**config.mk**
```make
export PLATFORM = sky130hd
export DESIGN_NAME = csmof_formatter
export DESIGN_NICKNAME = d
export VERILOG_FILES = /design/src/rtl/csmof_formatter.v
export VERILOG_INCLUDE_DIRS = /design/src /design/src/common
export SDC_FILE = /design/constraint.sdc
export NUM_CORES = 2
export LEC_CHECK = 0
export ABC_AREA = 0
export BUFFER_PORTS_ARGS = -buffer_cell sky130_fd_sc_hd__buf_2
export CAP_MARGIN = 15
export CORE_ASPECT_RATIO = 0.7
export CORE_MARGIN = 2
export CORE_UTILIZATION = 55
export CTS_CLUSTER_DIAMETER = 100
export DETAILED_ROUTE_END_ITERATION = 8
export PLACE_DENSITY = 0.79
export SETUP_SLACK_MARGIN = 0.3
export SLEW_MARGIN = 5
export SYNTH_ARGS = -nofsm -noshare
export SYNTH_HDL_FRONTEND = slang
export SYNTH_SLANG_ARGS = --single-unit
```
**constraint.sdc**
```tcl
create_clock -name mclk_i -period 7.7 [get_ports mclk_i]
set_clock_uncertainty 0.05 [all_clocks]
set_input_delay 0.385 -clock mclk_i [delete_from_list [all_inputs] [get_ports mclk_i]]
set_output_delay 0.385 -clock mclk_i [all_outputs]
set_load 0.03 [all_outputs]
```
**src/common/csmof_regs.vh**
```
// register offsets, fields and reset values for the color matrix formatter
`ifndef CSMOF_REGS_VH
`define CSMOF_REGS_VH
`define CSMOF_ADDR_SYNC_CTRL 12'h0084
`define CSMOF_ADDR_FORMAT 12'h0088
`define CSMOF_ADDR_SCALE 12'h008C
`define CSMOF_ADDR_STATUS 12'h0090
`define CSMOF_ADDR_COEF_BASE 12'h0000
`define CSMOF_COEF_COUNT 12
`define CSMOF_BIT_VSYNC_FILTER 5
`define CSMOF_BIT_REGEN_HSYNC 7
`define CSMOF_SYNC_CTRL_RESET 8'h00
`define CSMOF_FORMAT_RESET 3'h0
`define CSMOF_SCALE_RESET 2'h0
`define CSMOF_FMT_RGB444 3'h0
`define CSMOF_FMT_YC444 3'h1
`define CSMOF_FMT_YC422 3'h2
`define CSMOF_FMT_DUAL422 3'h3
`define CSMOF_FMT_DDR444 3'h4
`define CSMOF_FMT_DDR422 3'h5
`define CSMOF_FMT_BT656 3'h6
`define CSMOF_PIPE_FLUSH 3'h6
`define CSMOF_VS_GUARD 4'h2
`endif

```
**src/rtl/csmof_formatter.v**
```verilog
// color matrix, chroma decimation, de/sav/eav and output formatting
//
// Local design decisions: the APB interface to the registers and the address map.
`timescale 1ns/1ns
`include "csmof_regs.vh"

module csmof_formatter
#(
   parameter DW = 12,
   parameter CW = 13
)
(
   // clock and reset
   input wire mclk_i,
   input wire reset_n_i,
   // apb slave
   input wire psel_i,
   input wire penable_i,
   input wire pwrite_i,
   input wire [11:0] paddr_i,
   input wire [31:0] pwdata_i,
   output reg [31:0] prdata_o,
   output wire pready_o,
   output wire pslverr_o,
   // pixel input, sampled by mclk
   input wire [DW-1:0] red_cr_i,
   input wire [DW-1:0] green_y_i,
   input wire [DW-1:0] blue_cb_i,
   input wire de_i,
   // external syncs, asynchronous
   input wire hsync_raw_i,
   input wire hsync_regen_i,
   input wire vsync_i,
   // formatted output
   output reg [DW-1:0] port_a_o,
   output reg [DW-1:0] port_b_o,
   output reg [DW-1:0] port_c_o,
   output reg de_o,
   output reg hsync_o,
   output reg filtered_vertical_sync_out_o,
   output reg field_odd_o,
   output reg data_clk_o,
   output reg valid_o
);

   localparam PW = DW + CW + 4;
   // signed so that rounding and the arithmetic shift keep the sign
   localparam signed [PW-1:0] ONE = {{(PW-1){1'b0}}, 1'b1};

   // saturate a signed sum to 0..2^DW-1
   function [DW-1:0] sat;
      input signed [PW-1:0] v;
      begin
         if (v[PW-1])
            sat = {DW{1'b0}};
         else if (|v[PW-2:DW])
            sat = {DW{1'b1}};
         else
            sat = v[DW-1:0];
      end
   endfunction

   // write strobe decode for a given address
   function wsel;
      input [11:0] a;
      begin
         wsel = psel_i && penable_i && pwrite_i && (paddr_i == a);
      end
   endfunction

   reg [7:0] sync_ctrl_reg;
   reg [2:0] format_reg;
   reg [1:0] scale_reg;
   reg signed [CW-1:0] coef_reg [0:11];
   reg [2:0] flush_reg;
   reg running_reg;
   wire vs_filter_en = sync_ctrl_reg[`CSMOF_BIT_VSYNC_FILTER];
   wire use_regen = sync_ctrl_reg[`CSMOF_BIT_REGEN_HSYNC];
   wire coef_hit = (paddr_i[11:6] == 6'h00) && (paddr_i[1:0] == 2'h0) &&
      (paddr_i[5:2] < 4'd12);
   wire map_hit = coef_hit || paddr_i == `CSMOF_ADDR_SYNC_CTRL ||
      paddr_i == `CSMOF_ADDR_FORMAT || paddr_i == `CSMOF_ADDR_SCALE ||
      paddr_i == `CSMOF_ADDR_STATUS;

   assign pready_o = 1'b1;
   assign pslverr_o = psel_i && penable_i && !map_hit;

   integer k;
   always @(posedge mclk_i or negedge reset_n_i)
   begin
      if (!reset_n_i)
      begin
         sync_ctrl_reg <= `CSMOF_SYNC_CTRL_RESET;
         format_reg <= `CSMOF_FORMAT_RESET;
         scale_reg <= `CSMOF_SCALE_RESET;
         for (k = 0; k < 12; k = k + 1)
            coef_reg[k] <= {CW{1'b0}};
      end
      else
      begin
         if (wsel(`CSMOF_ADDR_SYNC_CTRL))
            sync_ctrl_reg <= pwdata_i[7:0];
         if (wsel(`CSMOF_ADDR_FORMAT))
            format_reg <= pwdata_i[2:0];
         if (wsel(`CSMOF_ADDR_SCALE))
            scale_reg <= pwdata_i[1:0];
         if (psel_i && penable_i && pwrite_i && coef_hit)
            coef_reg[paddr_i[5:2]] <= pwdata_i[CW-1:0];
      end
   end

   always @*
   begin
      prdata_o = 32'h0000_0000;
      if (coef_hit)
         prdata_o = {{(32-CW){1'b0}}, coef_reg[paddr_i[5:2]]};
      else if (paddr_i == `CSMOF_ADDR_SYNC_CTRL)
         prdata_o = {24'h00_0000, sync_ctrl_reg};
      else if (paddr_i == `CSMOF_ADDR_FORMAT)
         prdata_o = {29'h0000_0000, format_reg};
      else if (paddr_i == `CSMOF_ADDR_SCALE)
         prdata_o = {30'h0000_0000, scale_reg};
      else if (paddr_i == `CSMOF_ADDR_STATUS)
         prdata_o = {28'h000_0000, running_reg, field_odd_o,
            filtered_vertical_sync_out_o, hsync_o};
   end

   // three-flop synchronisers for asynchronous sync pins
   reg [2:0] hraw_s, hreg_s, vs_s;
   reg hs_st_reg, vs_st_reg;
   always @(posedge mclk_i or negedge reset_n_i)
   begin
      if (!reset_n_i)
      begin
         hraw_s <= 3'h0;
         hreg_s <= 3'h0;
         vs_s <= 3'h0;
         hs_st_reg <= 1'b0;
         vs_st_reg <= 1'b0;
      end
      else
      begin
         hraw_s <= {hraw_s[1:0], hsync_raw_i};
         hreg_s <= {hreg_s[1:0], hsync_regen_i};
         vs_s <= {vs_s[1:0], vsync_i};
         if (use_regen ? (hreg_s[2] == hreg_s[1]) : (hraw_s[2] == hraw_s[1]))
            hs_st_reg <= use_regen ? hreg_s[2] : hraw_s[2];
         if (vs_s[2] == vs_s[1])
            vs_st_reg <= vs_s[2];
      end
   end

   // vsync filter: guard after hsync edge, field from line position
   reg hs_d_reg, vs_d_reg, vs_pend_reg;
   reg [15:0] line_pos_reg, line_len_reg;
   reg [3:0] guard_reg;
   wire hs_rise = hs_st_reg && !hs_d_reg;
   wire vs_rise = vs_st_reg && !vs_d_reg;
   wire vs_fall = !vs_st_reg && vs_d_reg;
   always @(posedge mclk_i or negedge reset_n_i)
   begin
      if (!reset_n_i)
      begin
         hs_d_reg <= 1'b0;
         vs_d_reg <= 1'b0;
         vs_pend_reg <= 1'b0;
         line_pos_reg <= 16'h0000;
         line_len_reg <= 16'h0000;
         guard_reg <= 4'h0;
         filtered_vertical_sync_out_o <= 1'b0;
         field_odd_o <= 1'b0;
         hsync_o <= 1'b0;
      end
      else
      begin
         hs_d_reg <= hs_st_reg;
         vs_d_reg <= vs_st_reg;
         hsync_o <= hs_st_reg;
         if (hs_rise)
         begin
            line_pos_reg <= 16'h0000;
            line_len_reg <= line_pos_reg;
            guard_reg <= `CSMOF_VS_GUARD;
         end
         else
         begin
            line_pos_reg <= line_pos_reg + 16'h0001;
            if (guard_reg != 4'h0)
               guard_reg <= guard_reg - 4'h1;
         end
         if (!vs_filter_en)
         begin
            filtered_vertical_sync_out_o <= vs_st_reg;
            vs_pend_reg <= 1'b0;
         end
         else
         begin
            // hold vsync rise off the hsync edge
            if (vs_rise || vs_pend_reg)
            begin
               if (hs_rise || guard_reg != 4'h0)
                  vs_pend_reg <= 1'b1;
               else
               begin
                  vs_pend_reg <= 1'b0;
                  filtered_vertical_sync_out_o <= 1'b1;
               end
            end
            if (vs_fall)
            begin
               vs_pend_reg <= 1'b0;
               filtered_vertical_sync_out_o <= 1'b0;
            end
            // mid-line vsync marks the other field
            if (vs_rise)
               field_odd_o <= (line_pos_reg > {2'b00, line_len_reg[15:2]}) &&
                  (line_pos_reg < line_len_reg - {2'b00, line_len_reg[15:2]});
         end
      end
   end

   // input registers and de delay line for the pixel pipeline; syncs are not delayed here
   reg [DW-1:0] in_reg [0:2];
   reg [4:0] de_pipe;
   always @(posedge mclk_i or negedge reset_n_i)
   begin
      if (!reset_n_i)
      begin
         in_reg[0] <= {DW{1'b0}};
         in_reg[1] <= {DW{1'b0}};
         in_reg[2] <= {DW{1'b0}};
         de_pipe <= 5'h00;
      end
      else
      begin
         in_reg[0] <= red_cr_i;
         in_reg[1] <= green_y_i;
         in_reg[2] <= blue_cb_i;
         de_pipe <= {de_pipe[3:0], de_i};
      end
   end

   reg signed [PW-1:0] prod_reg [0:8];
   reg signed [PW-1:0] sum_reg [0:2];
   reg [DW-1:0] row_reg [0:2];
   genvar r;
   generate
      for (r = 0; r < 3; r = r + 1)
      begin : g_row
         wire signed [PW-1:0] x0 = {{(PW-DW){1'b0}}, in_reg[0]};
         wire signed [PW-1:0] x1 = {{(PW-DW){1'b0}}, in_reg[1]};
         wire signed [PW-1:0] x2 = {{(PW-DW){1'b0}}, in_reg[2]};
         // fourth coefficient as offset, scaled to input units
         wire signed [PW-1:0] off = {{(PW-CW){coef_reg[r*4+3][CW-1]}},
            coef_reg[r*4+3]} <<< (DW-8);
         wire signed [PW-1:0] tot = sum_reg[r] <<< scale_reg;
         always @(posedge mclk_i or negedge reset_n_i)
         begin
            if (!reset_n_i)
            begin
               prod_reg[r*3] <= {PW{1'b0}};
               prod_reg[r*3+1] <= {PW{1'b0}};
               prod_reg[r*3+2] <= {PW{1'b0}};
               sum_reg[r] <= {PW{1'b0}};
               row_reg[r] <= {DW{1'b0}};
            end
            else
            begin
               prod_reg[r*3] <= x0 * coef_reg[r*4];
               prod_reg[r*3+1] <= x1 * coef_reg[r*4+1];
               prod_reg[r*3+2] <= x2 * coef_reg[r*4+2];
               sum_reg[r] <= prod_reg[r*3] + prod_reg[r*3+1] +
                  prod_reg[r*3+2] + (off <<< 12);
               row_reg[r] <= sat((tot + (ONE <<< 11)) >>> 12);
            end
         end
      end
   endgenerate

   // chroma average of pixel pairs, with rounding
   reg [DW-1:0] cb_prev, cr_prev, chroma_reg, y_reg, y_prev;
   reg [DW-1:0] rgb_reg [0:2];
   reg cb_phase, de_f, ddr_half;
   wire [DW:0] cb_avg = {1'b0, cb_prev} + {1'b0, row_reg[2]} +
      {{DW{1'b0}}, 1'b1};
   wire [DW:0] cr_avg = {1'b0, cr_prev} + {1'b0, row_reg[0]} +
      {{DW{1'b0}}, 1'b1};
   wire de_m = de_pipe[4];
   wire [7:0] bt_code = {1'b1, field_odd_o, filtered_vertical_sync_out_o,
      !de_m, field_odd_o ^ filtered_vertical_sync_out_o,
      field_odd_o ^ !de_m, filtered_vertical_sync_out_o ^ !de_m,
      field_odd_o ^ filtered_vertical_sync_out_o ^ !de_m};
   always @(posedge mclk_i or negedge reset_n_i)
   begin
      if (!reset_n_i)
      begin
         cb_prev <= {DW{1'b0}};
         cr_prev <= {DW{1'b0}};
         chroma_reg <= {DW{1'b0}};
         y_reg <= {DW{1'b0}};
         y_prev <= {DW{1'b0}};
         rgb_reg[0] <= {DW{1'b0}};
         rgb_reg[1] <= {DW{1'b0}};
         rgb_reg[2] <= {DW{1'b0}};
         cb_phase <= 1'b0;
         de_f <= 1'b0;
         ddr_half <= 1'b0;
         flush_reg <= 3'h0;
         running_reg <= 1'b0;
         valid_o <= 1'b0;
         data_clk_o <= 1'b0;
         de_o <= 1'b0;
         port_a_o <= {DW{1'b0}};
         port_b_o <= {DW{1'b0}};
         port_c_o <= {DW{1'b0}};
      end
      else
      begin
         cb_prev <= row_reg[2];
         cr_prev <= row_reg[0];
         y_prev <= y_reg;
         y_reg <= row_reg[1];
         rgb_reg[0] <= row_reg[0];
         rgb_reg[1] <= row_reg[1];
         rgb_reg[2] <= row_reg[2];
         de_f <= de_m;
         ddr_half <= !ddr_half;
         // cb first at each de rise
         cb_phase <= (de_m && !de_f) ? 1'b1 : !cb_phase;
         chroma_reg <= cb_phase ? cb_avg[DW:1] : cr_avg[DW:1];
         data_clk_o <= ddr_half;
         if (flush_reg != `CSMOF_PIPE_FLUSH)
            flush_reg <= flush_reg + 3'h1;
         else
            running_reg <= 1'b1;
         valid_o <= running_reg && de_f;
         de_o <= de_f;
         case (format_reg)
            `CSMOF_FMT_RGB444, `CSMOF_FMT_YC444:
            begin
               port_a_o <= rgb_reg[0];
               port_b_o <= rgb_reg[1];
               port_c_o <= rgb_reg[2];
            end
            `CSMOF_FMT_YC422:
            begin
               port_a_o <= chroma_reg;
               port_b_o <= y_reg;
               port_c_o <= {DW{1'b0}};
            end
            `CSMOF_FMT_DUAL422:
            begin
               port_a_o <= chroma_reg;
               port_b_o <= y_reg;
               port_c_o <= y_prev;
            end
            `CSMOF_FMT_DDR444:
            begin
               port_a_o <= ddr_half ? rgb_reg[0] : rgb_reg[1];
               port_b_o <= ddr_half ? rgb_reg[1] : rgb_reg[2];
               port_c_o <= {DW{1'b0}};
            end
            `CSMOF_FMT_DDR422:
            begin
               port_a_o <= ddr_half ? y_reg : chroma_reg;
               port_b_o <= {DW{1'b0}};
               port_c_o <= {DW{1'b0}};
            end
            `CSMOF_FMT_BT656:
            begin
               port_b_o <= {DW{1'b0}};
               port_c_o <= {DW{1'b0}};
               if (de_m != de_f)
                  port_a_o <= {bt_code, {(DW-8){1'b0}}};
               else
                  port_a_o <= de_f ? (cb_phase ? chroma_reg : y_reg)
                     : {DW{1'b0}};
            end
            default:
            begin
               port_a_o <= {DW{1'b0}};
               port_b_o <= {DW{1'b0}};
               port_c_o <= {DW{1'b0}};
            end
         endcase
      end
   end

endmodule

```
Yosys cells after proc, flatten, opt, wreduce, memory -nomap -nowiden
Index checks and enable logic that the tools add are counted.
{"block": "totals", "reg_bits": 725, "word_cells": 206, "input_bits": 89}
{"block": "classes", "n_eq_ne": 17, "addsub": 20, "mux": 41, "n_reduce_logical": 43, "n_shift": 3, "bitwise_logic": 5, "n_mul": 9, "order_cmp": 5}
{"cell": "$mul A13 B13 Y26", "count": 9}
{"cell": "$bwmux W156", "count": 1}
{"cell": "$mux W12", "count": 13}
{"cell": "$mux W32", "count": 4}
{"cell": "$add A29 B13 Y29 const B", "count": 3}
{"cell": "$add A29 B29 Y29", "count": 3}
{"cell": "$sshl A29 B2 Y29", "count": 3}
{"cell": "$add A27 B26 Y28", "count": 3}
{"cell": "$add A26 B26 Y27", "count": 3}
{"cell": "$pmux W12 S5", "count": 1}
{"cell": "$bmux W13 S4", "count": 1}
{"cell": "$demux W13 S4", "count": 1}
{"cell": "$eq A12 B8 Y1 const B", "count": 4}
{"cell": "$pmux W12 S2", "count": 2}
{"cell": "$mux W13", "count": 3}
{"cell": "$add A12 B12 Y13", "count": 2}
{"cell": "$add A13 B1 Y13 const B", "count": 2}
{"cell": "$add A16 B1 Y16 const B", "count": 1}
{"cell": "$gt A16 B14 Y1", "count": 1}
{"cell": "$logic_and A1 B1 Y1", "count": 16}
{"cell": "$lt A16 B16 Y1", "count": 1}
{"cell": "$mux W16", "count": 1}
{"cell": "$sub A16 B14 Y16", "count": 1}
{"cell": "$reduce_or A5 Y1", "count": 3}
{"cell": "26 further kinds", "count": 61}

Logic depth before layout (Yosys ltp)
{"block": "logic_depth", "word_depth": 9, "mapped_depth": 25, "mapped_depth_nobuf": 23}

Worst setup path after synthesis
No wires, ideal clock.
{"block": "synth_path", "kind": "reg2reg", "startpoint": "register in_reg, in the netlist g_row[0].x2[10]", "endpoint": "register prod_reg[24] (netlist bit)", "path_buffers": 2, "setup_time_ps": 80, "required_time_ps": 7570, "arrival_ps": 5988, "setup_slack_ps": 1582, "path_stages_with_launch": 20, "period_less_slack_ps": 6118, "cell_sequence": "dfrtp_1 > clkbuf_1 > clkbuf_1 > nand2_1 > fa_1 > fa_1 > inv_1 > fa_1 > fa_1 > fa_1 > fa_1 > ha_1 > and2_1 > a22o_1 > a311oi_2 > a211oi_1 > or4b_1 > a31o_2 > a21oi_1 > xnor2_1"}
{"block": "synth_between", "elab_chain_len": 1}
{"item": "from (decl)", "line_no": "csmof_formatter.v:223", "rtl": "reg [DW-1:0] in_reg [0:2];"}
{"item": "$mul A13 B13 Y26", "line_no": "csmof_formatter.v:271", "rtl": "prod_reg[r*3+2] <= x2 * coef_reg[r*4+2];"}
{"item": "to (signal, indexed assignment)", "line_no": "csmof_formatter.v:269", "rtl": "prod_reg[r*3] <= x0 * coef_reg[r*4];"}
{"item": "to (signal, indexed assignment)", "line_no": "csmof_formatter.v:270", "rtl": "prod_reg[r*3+1] <= x1 * coef_reg[r*4+1];"}
{"item": "to (signal, indexed assignment)", "line_no": "csmof_formatter.v:271"}
{"item": "to (decl)", "line_no": "csmof_formatter.v:243", "rtl": "reg signed [PW-1:0] prod_reg [0:8];"}
No other way between the ends.
A chain may end at the register's enable or synchronous reset.

Final worst setup path
{"block": "layout_path", "startpoint": "register in_reg, in the netlist g_row[0].x0[4]", "endpoint": "register, netlist name prod_reg[170]"}
{"block": "layout_between", "elab_chain_len": 1}
{"item": "$mul A13 B13 Y26", "line_no": "csmof_formatter.v:269"}
No other way between the ends.

==> metrics.txt <==
WL final=between 200000 and 250000 µm; Reg clk slew, reported paths=roughly 70 ps; Synth Area in XOR/XNOR=between 3 and 4%; CTS tree=done; worst path required time=around 8200 ps; proportion of synthesized area in mux cells=roughly 4.8%; Setup Crit Path Kind=reg2reg; Syn Area/Cell=about 10 µm²; Hold Vio Cnt, Final=0; startpoint types=register; first-pass GRT wire length=~350000 µm; Tcrit/Tclk final=between 90% and 100%; Total Die Area=between 0.15 and 0.2 mm²; pwr dens=104 mW/mm²; slew margin rel.=15.0%; number of global-route vias before repair=~62000; simple-gate share of the synthesized area=roughly 14%; drt wl/cell=approximately 22 µm; DR iter-0 viols=between 5000 and 6000; Max Cap Viol=0; largest cells by area after synthesis=fa_1 (26%), dfrtp_1 (21%), ha_1 (16%), inv_1 (5.4%), and2_1 (4.8%); Psw=between 2000 and 3000 µW; hold crit path type=in2reg; htree depth=3; internal power=roughly 6600 µW; Nets=10400; initial core utilization=55.4%; die height=about 330 µm; flop-to-flop setup slack=a little under 700 ps; unrepaired setup endpoints after global routing=false; die width=466 µm; Largest register FFs=between 200 and 250; top-count cell post-synth=inv_1; CP Data Arrival Time=between 7000 and 8000 ps; dominant synthesized flop cell=dfrtp_1; Max Root-Sink Buffers=3; complex-gate fraction of the synthesized area=6.85%; Max Slew Vio Count=0; drt first pass iters=9; sequential area share after synthesis=21.4%; main combinational cell family by area after synthesis=adder cells; port bufs=approximately 130; Post-Synthesis Cell Area=0.0821 mm²; Seq pwr share=approximately 42%; HPWL Detailed=175000 µm; ys async rst share=100%; final RePlAce weighted congestion=about 1; violated checks=DRC; final setup fails=0; cell count after synthesis=8211; Period minus WS final=roughly 7000 ps; CP max FO=21; CP Capture Type=register; Core ar.=~0.15 mm²; switching share of total power=between 20 and 30%; Synth top area share=a little over a quarter; antenna viol nets, final=0; status=finished with violations; Placed Area=0.0846 mm²; reg2reg start=g_row[0].x0[4]; Yosys reg bits=701; via count=~60000; Layout area overhead=7.10%; Slew @ Worst Pin=1280 ps; Clk pwr share=46.2%; DRC=14; Post-Synth Adder-Cell Area=between 40 and 50%; Yosys cell types=95; Core Rows=~120; R2R cell count=17; count of boundary I/O pins=around 170; largest area contributor in the netlist=fa_1; clock sink total=between 700 and 800; Final Cell Area=just under 0.09 mm²; Inst Count DP=roughly 10000; Gate power share=a little under an eighth; synth cell count leaders=inv_1 (1191), fa_1 (1071), ha_1 (1042), nand2_1 (866), dfrtp_1 (701); Resized cells post-CTS=0; layout cell share with drive strength beyond 1=just over 8%; grt total ovfl=0; later-pin clock latency in the skew report=710 ps; Worst VDD drop=approximately 0.15 mV; RR Endpoint=prod_reg[170]; CTS buffer count=a little under 80; largest net degree at the start of global routing=between 150 and 200; clock root buffer=clkbuf_16; initial antenna violation count=10; Warnings, synthesis=0; HP Start=pwdata_i[11]; EDFF count, synth=0; # fillers=12000; Peak Freq=roughly 0.14 GHz; total track usage=29.9%; Hold Path Cell Cnt=2; final std cells w/o fill=10300; Vias/cell=just under 6; Fin Setup TNS=0 ps; Leak=0.0481 µW; WHS Endpoint=coef_reg[89]
[final cells by class]
cell class / instances / area, µm² / share of cell area, %
multi-input cells: 5959 / 58600 / 66.6
repair buffers: 280 / 1980 / 2.25
clock buffers: 90 / 2090 / 2.37
well taps: 1980 / 2480 / 2.82
clock inverters: 53 / 783 / 0.891
diodes: 4 / 10.0 / 0.0114
inverters: 1192 / 4470 / 5.09
flip-flops and latches: 701 / 17500 / 20.0
[power groups by stage]
stage | combinational, µW | sequential, µW | clock [µW]
final | 1050 | 3890 | 4240
after global routing | 1160 | 3890 | 4450
after CTS | 1040 | 3880 | 4300
after detailed placement | 1010 | 3950 | 0
after global placement | 986 | 3950 | 0
after floorplan | 680 | 3880 | 0
[worst max-delay path, stage by stage, from the launching register on]
cell and delay, ps:
dfrtp_1 1180, buf_4 470, nand2_1 140, fa_1 460, fa_1 480, inv_1 50, fa_1 640, fa_1 460
fa_1 510, fa_1 420, ha_1 350, a21oi_1 100, a2111o_1 420, a211oi_1 390, o31ai_1 160, a21oi_1 270
and4_1 240, nor3_1 60
[worst max-delay path by stage]
stage / from / endpoint
after CTS: g_row[0].x0[9] / prod_reg[256]
after global placement: g_row[0].x0[9] / prod_reg[256]
after detailed placement: g_row[0].x0[9] / prod_reg[256]
final: g_row[0].x0[4] / prod_reg[170]
after global routing: g_row[0].x0[4] / prod_reg[257]
after floorplan: g_row[0].x2[10] / prod_reg[24]
[cells in the final DEF (no fill, tap or decap), drive strengths merged, types with 74 or more instances in the layout]
| cell type | n |
|---|---|
| inv | 1199 |
| nand2 | 866 |
| a21o | 83 |
| nand3 | 74 |
| fa | 1071 |
| xnor2 | 232 |
| nor2b | 129 |
| nor2 | 283 |
| nand2b | 100 |
| mux2 | 192 |
| ha | 1042 |
| a21oi | 284 |
| xor2 | 88 |
| dfrtp | 701 |
| nor3 | 76 |
| mux2i | 76 |
| clkbuf | 90 |
| o21ai | 177 |
| buf | 239 |
| and2 | 628 |
[per-stage QoR]
stage | util [%] | worst slack [ps] | total power (µW) | hold WS, ps
global route | 59.4 | 343 | 9510 | 171
floorplan | - | 1580 | 4560 | 39.4
finish | 59.4 | 691 | 9180 | 185
global placement | 57.1 | 864 | 4930 | 281
detailed placement | 57.1 | 802 | 4960 | 285
CTS | 59.3 | 780 | 9220 | 149
[metal layers]
layer | GRT usage (%) | share of wire [%] | up-vias
li1 | - | - | 26300
met1 | 42.7 | 42 | 30000
met2 | 43.9 | 42 | 2917
met3 | 8.83 | 12 | 461
met4 | 9.36 | 3.3 | 8
met5 | 0 | 0.030 | -
[cells by family (layout without fill, tap and decap cells)]
group                      Yosys count  after routing
AOI/OAI and AO/OA                  872            872
xor gates and xnor gates           320            320
adders and majority gates         2116           2116
buffers and inverters             1569           1615
DFF                                701            701
muxes                              313            313
other                                2             24
and+or+nand+nor                   2318           2318
[what timing repair did]
item	CTS	global route
hold endpoints to repair	115	0
setup buffers	0	0
hold buffers	41	0
Power figures use the tool's default switching activity.
